**src/amf_pkg.sv**
```systemverilog
// Constants and types shared by the mode port and output formatter
`default_nettype none

package amf_pkg;
    // Register addresses
    localparam logic [6:0]  ADR_RESET   = 7'h00;
    localparam logic [6:0]  ADR_PWR     = 7'h01;
    localparam logic [6:0]  ADR_TIMING  = 7'h02;
    localparam logic [6:0]  ADR_OUTMODE = 7'h03;
    localparam logic [6:0]  ADR_FORMAT  = 7'h04;
    // Field positions
    localparam int          RST_BIT     = 7;
    localparam int          PD_LSB      = 0;
    localparam int          DCS_BIT     = 0;
    localparam int          PHASE_LSB   = 1;
    localparam int          CLKINV_BIT  = 3;
    localparam int          OMODE_LSB   = 0;
    localparam int          OUTPUT_HIGH_Z_ENABLE_BIT  = 2;
    localparam int          TERM_BIT    = 3;
    localparam int          ILVDS_LSB   = 4;
    localparam int          TC_BIT      = 0;
    localparam int          OUTPUT_SCRAMBLE_ENABLE_BIT    = 1;
    localparam int          ABP_BIT     = 2;
    localparam int          TEST_LSB    = 3;
    // Serial word layout
    localparam int          WORD_BITS   = 16;
    localparam int          RW_POS      = 15;
    localparam logic [4:0]  ADDR_DONE   = 5'h07;
    localparam logic [4:0]  DATA_FIRST  = 5'h08;
    localparam logic [4:0]  LAST_EDGE   = 5'h0f;
    // Reset and coded values
    localparam logic [7:0]  REG_RST_VAL = 8'h00;
    localparam logic [1:0]  PD_NORMAL   = 2'b00;
    localparam logic [1:0]  OMODE_CMOS  = 2'b00;
    localparam logic [1:0]  OMODE_LVDS  = 2'b01;
    localparam logic [2:0]  ILVDS_3P5   = 3'b000;
    localparam logic [2:0]  TP_OFF      = 3'b000;
    localparam logic [2:0]  TP_ZEROS    = 3'b001;
    localparam logic [2:0]  TP_ONES     = 3'b011;
    localparam logic [2:0]  TP_CHECK    = 3'b101;
    localparam logic [2:0]  TP_ALT      = 3'b111;
    localparam logic [16:0] CHECK_A     = 17'h15555;
    localparam logic [16:0] CHECK_B     = 17'h0aaaa;
    localparam logic [15:0] ODD_MASK    = 16'haaaa;
    localparam int          FIFO_DEPTH  = 16;
    localparam int          SMP_WIDTH   = 17;

    typedef enum logic [1:0] {SP_IDLE, SP_SHIFT, SP_DONE} amf_spi_e;
endpackage : amf_pkg

`default_nettype wire

```
**src/amf_core.sv**
```systemverilog
// Mode port, mode registers and output word formatter of the converter
// Behaviour
// RQ1: Alternate polarity inverts every odd data bit of the output word.
// RQ2: Alternate polarity leaves even bits, overrange flag and output clock alone.
// RQ3: Receiver undoes alternate polarity by inverting odd bits again.
// RQ4: Alternate polarity and scrambler work independently, in any combination.
// RQ5: All-ones and all-zeros patterns force flag and data bits to 1 or 0.
// RQ6: Alternating pattern swaps all ones and all zeros each sample.
// RQ7: Checkerboard swaps two complementary interleaved 17-bit patterns each sample.
// RQ8: Any test pattern overrides signed coding, scrambler and alternate polarity.
// RQ9: Output disable puts data, flag and output clock in high impedance.
// RQ10: Host should nap or sleep while outputs are disabled.
// RQ11: Host waits about 2ms after sleep before trusting data.
// RQ12: Host discards 100 samples after nap, plus 50us for DC settling.
// RQ13: Power-down field: 00 normal, 10 nap, 11 sleep; register or straps.
// RQ14: Mode select high takes settings from static pin levels.
// RQ15: In strap mode chip select level turns duty stabilizer off or on.
// RQ16: In strap mode clock low gives CMOS, high gives LVDS 3.5mA, no termination.
// RQ17: Transfer spans chip select low; first 16 clock rises sample data.
// RQ18: Word is read/write bit, seven address bits, eight data bits.
// RQ19: Write stores byte; read returns register on data out, unchanged.
// RQ20: Serial data out only pulls low or releases.
// RQ21: Host issues software reset first, then programs registers.
// RQ22: Writing 1 to bit 7 of address 00h clears all mode registers.
// RQ23: Test field: 000 off, 001 zeros, 011 ones, 101 checker, 111 alternating.
// RQ24: Alternate polarity forces offset binary coding.
// RQ25: Output disable bit 0 enables outputs, 1 selects high impedance.
// RQ26: Read data shifts out MSB first during last eight clock cycles.
// RQ27: Transfer cut short before 16 bits changes no register.
`default_nettype none

module amf_core
    import amf_pkg::*;
(
    // Clock and reset
    input  wire logic        i_ref_clk,
    input  wire logic        i_rst_n,
    // Programming pins
    input  wire logic        i_prog_mode_sel,
    input  wire logic        i_cs_n,
    input  wire logic        i_sck,
    input  wire logic        i_sdi,
    input  wire logic        i_sdo,
    output logic             o_sdo,
    output logic             o_sdo_oe,
    // Sample stream from the conversion core
    input  wire logic        i_smp_valid,
    output logic             o_smp_ready,
    input  wire logic [15:0] i_smp_data,
    input  wire logic        i_smp_ovr,
    // Output drivers
    output logic      [15:0] o_dout,
    output logic             o_overrange_flag,
    output logic             o_data_output_clock,
    output logic             o_dout_oe,
    // Mode controls
    output logic      [1:0]  o_power_down_field,
    output logic             o_duty_stabilizer_enable,
    output logic      [1:0]  o_out_mode,
    output logic      [2:0]  o_lvds_current,
    output logic             o_term_on,
    output logic             o_clk_invert,
    output logic      [1:0]  o_clk_phase
);
    logic [4:0]  pins_s;
    logic        mode_s, cs_s, sck_s, sdi_s, sdo_s;
    logic        sck_d_r;
    logic        sck_rise, sck_fall;
    amf_spi_e    state_r;
    logic [4:0]  cnt_r;
    logic [14:0] shin_r;
    logic [7:0]  shout_r;
    logic        rd_act_r;
    logic [15:0] word;
    logic        word_done, wr_cmd;
    logic [7:0]  pwr_r, tim_r, om_r, fmt_r;
    logic [7:0]  fmt_eff;
    logic        hiz_eff;
    logic        fv, drain, pop;
    logic [16:0] fd;
    logic        phase_r;
    logic [16:0] raw_r;
    logic        stb_r;

    amf_sync #(.W(5)) u_sync (
        .i_ref_clk (i_ref_clk),
        .i_rst_n   (i_rst_n),
        .i_d       ({i_prog_mode_sel, i_cs_n, i_sck, i_sdi, i_sdo}),
        .o_q       (pins_s)
    );
    assign {mode_s, cs_s, sck_s, sdi_s, sdo_s} = pins_s;

    function automatic logic [7:0] reg_read(input logic [6:0] a, input logic [7:0] p,
                                            input logic [7:0] t, input logic [7:0] o,
                                            input logic [7:0] f);
        unique case (a)
            ADR_PWR:     return p;
            ADR_TIMING:  return t;
            ADR_OUTMODE: return o;
            ADR_FORMAT:  return f;
            default:     return 8'h00;
        endcase
    endfunction : reg_read

    function automatic logic [16:0] fmt_word(input logic [16:0] w, input logic [7:0] f,
                                             input logic ph);
        logic [15:0] d;
        d = w[15:0];
        if (f[TC_BIT] && !f[ABP_BIT]) d[15] = ~d[15];     // RQ24
        if (f[OUTPUT_SCRAMBLE_ENABLE_BIT]) d[15:1] = d[15:1] ^ {15{d[0]}};  // RQ4
        if (f[ABP_BIT]) d = d ^ ODD_MASK;                 // RQ1 RQ2
        unique case (f[TEST_LSB+:3])                      // RQ8 RQ23
            TP_ZEROS: return 17'h00000;                   // RQ5
            TP_ONES:  return 17'h1ffff;                   // RQ5
            TP_CHECK: return ph ? CHECK_B : CHECK_A;      // RQ7
            TP_ALT:   return ph ? 17'h1ffff : 17'h00000;  // RQ6
            default:  return {w[16], d};
        endcase
    endfunction : fmt_word

    // Serial framing
    assign sck_rise  = sck_s && !sck_d_r;
    assign sck_fall  = !sck_s && sck_d_r;
    assign word      = {shin_r, sdi_s};
    assign word_done = state_r == SP_SHIFT && sck_rise && cnt_r == LAST_EDGE && !(mode_s || cs_s);
    assign wr_cmd    = word_done && !word[RW_POS];                 // RQ19 RQ27

    always_ff @(posedge i_ref_clk) begin
        if (!i_rst_n) begin
            sck_d_r <= 1'b0;
        end else begin
            sck_d_r <= sck_s;
        end
    end

    always_ff @(posedge i_ref_clk) begin
        if (!i_rst_n) begin
            state_r <= SP_IDLE;
            cnt_r   <= 5'h00;
            shin_r  <= 15'h0000;
        end else if (mode_s || cs_s) begin
            state_r <= SP_IDLE;                                    // RQ17
            cnt_r   <= 5'h00;
        end else begin
            unique case (state_r)
                SP_IDLE: begin
                    state_r <= SP_SHIFT;
                    cnt_r   <= 5'h00;
                end
                SP_SHIFT: begin
                    if (sck_rise) begin
                        shin_r <= word[14:0];                      // RQ18
                        cnt_r  <= cnt_r + 5'h01;
                        if (cnt_r == LAST_EDGE) state_r <= SP_DONE; // RQ17
                    end
                end
                SP_DONE: begin
                    state_r <= SP_DONE;
                end
            endcase
        end
    end

    // Read-back on open-drain data out
    always_ff @(posedge i_ref_clk) begin
        if (!i_rst_n) begin
            rd_act_r <= 1'b0;
            shout_r  <= 8'h00;
            o_sdo_oe <= 1'b0;
            o_sdo    <= 1'b0;
        end else begin
            o_sdo <= 1'b0;                                         // RQ20
            if (mode_s || cs_s) begin
                rd_act_r <= 1'b0;
                o_sdo_oe <= 1'b0;
            end else if (state_r == SP_SHIFT && sck_rise && cnt_r == ADDR_DONE) begin
                rd_act_r <= shin_r[6];                             // RQ19
                shout_r  <= reg_read({shin_r[5:0], sdi_s}, pwr_r, tim_r, om_r, fmt_r);
            end else if (rd_act_r && sck_fall && state_r == SP_SHIFT
                         && cnt_r >= DATA_FIRST) begin
                o_sdo_oe <= ~shout_r[7];                           // RQ26 RQ20
                shout_r  <= {shout_r[6:0], 1'b0};
            end
        end
    end

    // Mode registers
    always_ff @(posedge i_ref_clk) begin
        if (!i_rst_n) begin
            pwr_r <= REG_RST_VAL;
            tim_r <= REG_RST_VAL;
            om_r  <= REG_RST_VAL;
            fmt_r <= REG_RST_VAL;
        end else if (wr_cmd) begin
            unique case (word[14:8])
                ADR_RESET: begin
                    if (word[RST_BIT]) begin                       // RQ22
                        pwr_r <= REG_RST_VAL;
                        tim_r <= REG_RST_VAL;
                        om_r  <= REG_RST_VAL;
                        fmt_r <= REG_RST_VAL;
                    end
                end
                ADR_PWR:     pwr_r <= word[7:0];                   // RQ19
                ADR_TIMING:  tim_r <= word[7:0];
                ADR_OUTMODE: om_r  <= word[7:0];
                ADR_FORMAT:  fmt_r <= word[7:0];
                default:     pwr_r <= pwr_r;
            endcase
        end
    end

    // Mode outputs, straps or registers
    always_ff @(posedge i_ref_clk) begin
        if (!i_rst_n) begin
            o_power_down_field       <= PD_NORMAL;
            o_duty_stabilizer_enable <= 1'b0;
            o_out_mode               <= OMODE_CMOS;
            o_lvds_current           <= ILVDS_3P5;
            o_term_on                <= 1'b0;
            o_clk_invert             <= 1'b0;
            o_clk_phase              <= 2'b00;
        end else if (mode_s) begin                                 // RQ14
            o_power_down_field       <= {sdi_s, sdo_s};            // RQ13
            o_duty_stabilizer_enable <= cs_s;                      // RQ15
            o_out_mode               <= sck_s ? OMODE_LVDS : OMODE_CMOS; // RQ16
            o_lvds_current           <= ILVDS_3P5;                 // RQ16
            o_term_on                <= 1'b0;
            o_clk_invert             <= 1'b0;
            o_clk_phase              <= 2'b00;
        end else begin
            o_power_down_field       <= pwr_r[PD_LSB+:2];          // RQ13
            o_duty_stabilizer_enable <= tim_r[DCS_BIT];
            o_out_mode               <= om_r[OMODE_LSB+:2];
            o_lvds_current           <= om_r[ILVDS_LSB+:3];
            o_term_on                <= om_r[TERM_BIT];
            o_clk_invert             <= tim_r[CLKINV_BIT];
            o_clk_phase              <= tim_r[PHASE_LSB+:2];
        end
    end

    // Sample path
    assign fmt_eff = mode_s ? REG_RST_VAL : fmt_r;
    assign hiz_eff = !mode_s && om_r[OUTPUT_HIGH_Z_ENABLE_BIT];                  // RQ25
    assign drain   = o_power_down_field == PD_NORMAL;
    assign pop     = fv && drain;

    amf_fifo #(.WIDTH(SMP_WIDTH), .DEPTH(FIFO_DEPTH)) u_fifo (
        .i_ref_clk (i_ref_clk),
        .i_rst_n   (i_rst_n),
        .i_valid   (i_smp_valid),
        .o_ready   (o_smp_ready),
        .i_data    ({i_smp_ovr, i_smp_data}),
        .o_valid   (fv),
        .i_ready   (drain),
        .o_data    (fd)
    );

    always_ff @(posedge i_ref_clk) begin
        if (!i_rst_n) begin
            o_dout              <= 16'h0000;
            o_overrange_flag    <= 1'b0;
            o_data_output_clock <= 1'b0;
            phase_r             <= 1'b0;
            raw_r               <= 17'h00000;
            stb_r               <= 1'b0;
        end else begin
            stb_r <= pop;
            if (pop) begin
                {o_overrange_flag, o_dout} <= fmt_word(fd, fmt_eff, phase_r);
                o_data_output_clock        <= ~o_data_output_clock; // RQ2
                phase_r                    <= ~phase_r;             // RQ6 RQ7
                raw_r                      <= fd;
            end
        end
    end

    always_ff @(posedge i_ref_clk) begin
        if (!i_rst_n) begin
            o_dout_oe <= 1'b0;
        end else begin
            o_dout_oe <= ~hiz_eff;                                 // RQ9 RQ25
        end
    end
endmodule : amf_core

`default_nettype wire

```
**src/amf_sync.sv**
```systemverilog
// Two-flop synchroniser for a group of pin levels
`default_nettype none

module amf_sync #(
    parameter int W = 1
) (
    // Clock and reset
    input  wire logic         i_ref_clk,
    input  wire logic         i_rst_n,
    // Levels
    input  wire logic [W-1:0] i_d,
    output logic      [W-1:0] o_q
);
    logic [W-1:0] meta_r;

    always_ff @(posedge i_ref_clk) begin
        if (!i_rst_n) begin
            meta_r <= '0;
            o_q    <= '0;
        end else begin
            meta_r <= i_d;
            o_q    <= meta_r;
        end
    end
endmodule : amf_sync

`default_nettype wire

```
**src/amf_fifo.sv**
```systemverilog
// Sample FIFO with valid/ready on both sides
`default_nettype none

module amf_fifo #(
    parameter int WIDTH = 17,
    parameter int DEPTH = 16
) (
    // Clock and reset
    input  wire logic             i_ref_clk,
    input  wire logic             i_rst_n,
    // Fill side
    input  wire logic             i_valid,
    output logic                  o_ready,
    input  wire logic [WIDTH-1:0] i_data,
    // Drain side
    output logic                  o_valid,
    input  wire logic             i_ready,
    output logic      [WIDTH-1:0] o_data
);
    localparam int AW = $clog2(DEPTH);

    logic [WIDTH-1:0] mem_r [DEPTH];
    logic [AW-1:0]    wr_r;
    logic [AW-1:0]    rd_r;
    logic [AW:0]      cnt_r;
    logic [AW:0]      cnt_nxt;
    logic             push;
    logic             pop;

    assign push    = i_valid && o_ready;
    assign pop     = o_valid && i_ready;
    assign o_data  = mem_r[rd_r];
    assign cnt_nxt = cnt_r + {{AW{1'b0}}, push} - {{AW{1'b0}}, pop};

    always_ff @(posedge i_ref_clk) begin
        if (push) begin
            mem_r[wr_r] <= i_data;
        end
    end

    always_ff @(posedge i_ref_clk) begin
        if (!i_rst_n) begin
            wr_r    <= '0;
            rd_r    <= '0;
            cnt_r   <= '0;
            o_valid <= 1'b0;
            o_ready <= 1'b0;
        end else begin
            wr_r    <= push ? wr_r + 1'b1 : wr_r;
            rd_r    <= pop ? rd_r + 1'b1 : rd_r;
            cnt_r   <= cnt_nxt;
            o_valid <= cnt_nxt != '0;
            o_ready <= cnt_nxt != DEPTH[AW:0];
        end
    end
endmodule : amf_fifo

`default_nettype wire

```
**config.mk**
```make
export PLATFORM = sky130hd
export DESIGN_NAME = amf_core
export DESIGN_NICKNAME = d
export VERILOG_FILES = /design/src/amf_pkg.sv /design/src/amf_core.sv /design/src/amf_sync.sv /design/src/amf_fifo.sv
export SDC_FILE = /design/constraint.sdc
export NUM_CORES = 1
export LEC_CHECK = 0
export CORE_MARGIN = 2
export CORE_UTILIZATION = 30
export CTS_CLUSTER_DIAMETER = 30
export DETAILED_ROUTE_END_ITERATION = 10
export DONT_BUFFER_PORTS = 1
export HOLD_SLACK_MARGIN = 0.06
export PLACE_DENSITY = 0.47
export SLEW_MARGIN = 30
export SYNTH_ARGS = -nofsm -noshare
export SYNTH_HDL_FRONTEND = slang
export SYNTH_SLANG_ARGS = --single-unit
```
**constraint.sdc**
```tcl
create_clock -name i_ref_clk -period 9.65 [get_ports i_ref_clk]
set_input_delay 1.93 -clock i_ref_clk [delete_from_list [all_inputs] [get_ports i_ref_clk]]
set_output_delay 1.93 -clock i_ref_clk [all_outputs]
set_load 0.01 [all_outputs]
```
-- Yosys cells after proc, flatten, opt, wreduce, memory -nomap -nowiden
Memories as Yosys holds them, arrays and structs flattened. A register that Yosys moved wholly into a read port is not among the register bits.
Cells that the tools add are included.
- add/subtract/negate cells: 5
- $lt $le $gt $ge: 1
- eq/ne operators: 20
- multiplexer cells: 32
- bitwise logic cells: 10
- reductions and logical operators: 42
- operator list (cell ; count):
    $pmux 17 s4 ; 1
    $pmux 8 s2 ; 4
    $mux 15 ; 3
    $mux 17 ; 2
    $pmux 8 s4 ; 1
    $eq 7x2->1 const B ; 4
    $mux 8 ; 3
    $mux 16 ; 1
    $reduce_and 3->1 ; 5
    $xor 15x15->15 ; 1
    $eq 7x1->1 const B ; 2
    $eq 7x3->1 const B ; 2
    $logic_and 1x1->1 ; 14
    $reduce_bool 2->1 ; 6
    $pmux 5 s2 ; 1
    $add 4x1->4 const B ; 2
    $mux 2 ; 4
    $mux 4 ; 2
    $not 1->1 ; 8
    $not 8->8 ; 1
    $reduce_and 2->1 ; 4
    $logic_not 7->1 ; 1
    $mux 1 ; 7
    $eq 3x3->1 const B ; 2
    20 further kinds ; 29
- register bits: 122
- memory bits (writable): 272
- bits of input ports: 25
- output and inout bits: 34
- word-level logic and storage cells: 141
- memories: 1
- memory list (name ; depth ; bits a word ; read ports ; clocked after memory_dff ; wr ports ; RTL line ; source):
    u_fifo.mem_r ; 16 ; 17 ; 1 ; 1 ; 1 ; amf_fifo.sv:22 ; logic [WIDTH-1:0] mem_r [DEPTH];

-- Logic depth before layout (Yosys ltp)
- depth in word-level cells: 13
- depth in mapped cells: 13
- gate-level depth less buffers: 11

-- Cells and area by module
Synthesis repeated with hierarchy kept, for this count alone.
- cell total of the unflattened synthesis: 1033
- area, all modules: 15971.6 µm²
- modules (own cells, without submodules) (module ; times used ; cells an instance ; area an instance (µm²) ; sequential area each (µm²)):
    amf_fifo ; 1 ; 534 ; 11162.0 ; 8548.2
    amf_core ; 1 ; 479 ; 4546.9 ; 1941.9
    amf_sync ; 1 ; 20 ; 262.8 ; 200.2

-- Least setup slack after synthesis
OpenSTA, ideal clock, no wires.
- kind: in2reg
- from: in i_smp_valid
- to: mem u_fifo.mem_r[3][0], enable pin
- library setup time: 412 ps
- arrival time: 3688 ps
- required time: 9238 ps
- path slack: 5549 ps
- stages: 4
- path buffers: 1
- path through: and2_1 > clkbuf_1 > nand2_1 > nor3_1
- word-level cells in the longest chain between the ends: 3
- RTL lines (what ; RTL line ; source):
    start: declaration ; amf_core.sv:47 ; input wire logic i_smp_valid,
    $logic_and 1x1->1 ; amf_fifo.sv:30 ; assign push = i_valid && o_ready;
    via u_fifo.push ; amf_fifo.sv:27 ; logic push;
    $mux 1 ; amf_fifo.sv:36 ; if (push) begin
    $mux 1 (not written as such) ; amf_fifo.sv:37 ; mem_r[wr_r] <= i_data;
    end: declaration ; amf_fifo.sv:22 ;
The timed path passes the listed nets, and every way through them passes these cells.

-- Worst setup path in the final report
- from: in i_smp_valid
- to: mem u_fifo.mem_r[3][8], enable pin
- word-level cells in the longest chain between the ends: 3
- RTL lines (what ; RTL line):
    $logic_and 1x1->1 ; amf_fifo.sv:30
    $mux 1 ; amf_fifo.sv:36
    $mux 1 (not written as such) ; amf_fifo.sv:37
Every way passes these cells.

==> impl_metrics.toml <==
[flow_run]
drv.max_cap_violation_count = 0

[critical_path]
criticalPathCategory = "in2reg"
critical_path.max_fanout = 9
crit_path_end_kind = "flip-flop"
worstPathRequired_ns = 9.95
worstPathArrival_ns = 3.74
critPathLaunchType = "input port"

[floorplanning]
boundaryPins = 59
die-height_um = 233.2
die-width_um = 233.2
core_area_um2 = 51610
die_area_um2 = 54360
initial_core_util_pct = 30.52
core.rowCount = 83

[power]
p_leak_nw = 6.344
peakVddDrop_uv = 166.7
p_total_mw = 5.880
power.density_nw_per_um2 = 300.4

[sta]
max_slew_margin_pct = 37.57
rsz0062_at_grt = "false"
period_needed_ns = 3.448
fin_skew_ns = 0.02195
hold_viol = 0
final_max_slew_viol_count = 0
tightest_slew_ns = 0.9340
maximum_clock_frequency_mhz = 290.1
final_min_period_over_clock_period_pct = 35.73
hold_slack_ns = 0.4322
report.final.setup_viol = 0
totalNegativeSetupSlack_ns = 0

[place]
place_congestion = 0.7726
port_buffers = 0
place.detailed.instances = 1654
hpwlAfterDp_mm = 23.04

[layout]
finalNonFillerCells = 1810
final_core_utilization_pct = 37.93
final_layout_size_suffix_gt1_share_pct = 24.25
n_antenna_cell = 0
area.growth.synth_to_final_pct = 24.26
finish.net_count = 1102

[synthesis]
ys_dominant_reg_cell = "sky130_fd_sc_hd__edfxtp_1"
netlist_area_um2 = 15750
yosysTopAreaCell = "sky130_fd_sc_hd__edfxtp_1"
synthesis.instances = 1022
netlist_top_cells_count = "sky130_fd_sc_hd__edfxtp_1, sky130_fd_sc_hd__dfxtp_1, sky130_fd_sc_hd__nor2_1"
synthDistinctLibCells = 61
synth.yosys.seq_area_share_pct = 67.86
synthMostInstantiatedCell = "sky130_fd_sc_hd__edfxtp_1"
yosysWarnings = 0
ys_seq_elements = 398
synth-edff-count = 272
async_set_reset_flop_share_out_of_synthesis_pct = 0
synth.top_cells.by_area = "sky130_fd_sc_hd__edfxtp_1, sky130_fd_sc_hd__dfxtp_1, sky130_fd_sc_hd__mux4_2, sky130_fd_sc_hd__mux2i_1, sky130_fd_sc_hd__nor2_1"
yosys.area.top_type_share_pct = 51.85
postSynthAreaPerCell_um2 = 15.41
postSynthNetCount = 1063

[clock_network]
worst_skew_pair.late_latency_ns = 0.61
cts_hold_buffers = 0
tritoncts = "yes"
cts.htree.levels = 3
clock_sink_count = 398
tritoncts.num_buffers = 85
ctsResizeCount = 0
cts.repair_timing.setup_buffer_count = 0
cts.clk_slew.worst_paths_ns = 0.04
clk_root_buffer_cell = "sky130_fd_sc_hd__clkbuf_16"
cts.path.max_buffers = 3

[detailed_routing]
dr.pass1.iters = 4
drcViolationCount = 0
route.vias.total = 8745
postRouteWirelength_mm = 37.15
wire_length_per_cell_after_detailed_routing_um = 20.52
routed_via_density = 4.831
1st_iter_drt_viols = 589
ant_nets = 0

[global_route]
grt_max_degree = 75
grt.total_usage_pct = 14.13
globalRouteOverflowTotal = 0
global_route_wire_length_before_repair_mm = 57.05
first_global_vias = 9199
grt_antenna_before_repair = 0

[outcome]
outcome = "finished, final reports clean"

[min_path]
hold_class = "reg2reg"
## metal layers
metal  part of all wire, %  up-vias  routed length [um]  track usage, %
li1                      -     4033                   -               -
met1                    45     4470               16640           18.20
met2                    48      174               17810           22.77
met3                   4.7       68                1761           3.833
met4                   2.5        0                 926           5.195
met5                     0        -                   0               0
## stage by stage
step | worst slack (ns) | cell area [um^2]
6_report | 6.202 | 19580
5_1_grt | 5.952 | 19580
3_5_place_dp | 5.449 | 16550
4_1_cts | 6.093 | 19570
2_1_floorplan | 5.549 | 15750
3_3_place_gp | 5.598 | 16500
## final timing paths
check	startpoint	to	slack, ns	depth (start not counted)
max	i_smp_valid	u_fifo.mem_r[3][8]$_DFFE_PP_	6.20	4
min	u_sync.meta_r[3]$_SDFF_PN0_	u_sync.o_q[3]$_SDFF_PN0_	0.43	1
max reg2reg	flip-flop	o_dout[11]$_SDFFE_PN0P_	6.30	5
min reg2reg	u_sync.meta_r[3]$_SDFF_PN0_	u_sync.o_q[3]$_SDFF_PN0_	0.43	1
## cells by family after synthesis
kind of cell / after synthesis / share of synthesized area, %
xor gates and xnor gates: 20 / 1.112
buffers and inverters: 80 / 2.136
AOI/OAI and AO/OA: 138 / 6.251
other: 1 / 0.02380
DFF: 398 / 67.86
and+or+nand+nor: 245 / 7.482
muxes: 124 / 13.82
adders and majority gates: 16 / 1.318
## critical path, stage by stage
cell and delay, ns:
sky130_fd_sc_hd__and2_1 0.38, sky130_fd_sc_hd__nand2_1 0.34, sky130_fd_sc_hd__nor3_2 0.75, sky130_fd_sc_hd__buf_4 0.33
## area by class of cell
| cell class | instances | area (um^2) |
|---|---|---|
| clock buffers | 98 | 2258 |
| fillers | 4779 | 32040 |
| clock inverters | 58 | 759.5 |
| multi-input cells | 544 | 4842 |
| repair buffers | 13 | 97.59 |
| flip-flops and latches | 398 | 10700 |
| well taps | 680 | 850.8 |
| inverters | 19 | 71.32 |
## registers in the layout, indices dropped and copies added, names as in the netlist, 4 cells and up, named ones only
register,flops
u_fifo.mem_r,272
o_dout,16
shin_r,15
fmt_r,8
om_r,8
pwr_r,8
shout_r,8
tim_r,8
cnt_r,5
u_fifo.cnt_r,5
u_sync.meta_r,5
u_sync.o_q,5
u_fifo.rd_r,4
u_fifo.wr_r,4
## placed cells by master, fill, tap and decap left out, types with 18 or more instances in the layout
| master | n |
|---|---|
| sky130_fd_sc_hd__clkbuf_16 | 87 |
| sky130_fd_sc_hd__clkinv_2 | 20 |
| sky130_fd_sc_hd__a22oi_1 | 36 |
| sky130_fd_sc_hd__and2_1 | 18 |
| sky130_fd_sc_hd__a21oi_1 | 38 |
| sky130_fd_sc_hd__nand2_1 | 60 |
| sky130_fd_sc_hd__mux2i_1 | 42 |
| sky130_fd_sc_hd__mux4_2 | 74 |
| sky130_fd_sc_hd__nor2_1 | 77 |
| sky130_fd_sc_hd__edfxtp_1 | 272 |
| sky130_fd_sc_hd__dfxtp_1 | 123 |
## power breakdown
part	switching [mW]	total, mW	leakage (nW)	internal (mW)
clock network	0.924	3.00	1.47	2.07
logic	0.436	0.847	1.39	0.411
registers	0.108	2.04	3.48	1.93
total	1.47	5.88	6.34	4.41
No activity file was read; power rests on OpenSTA's default activity.
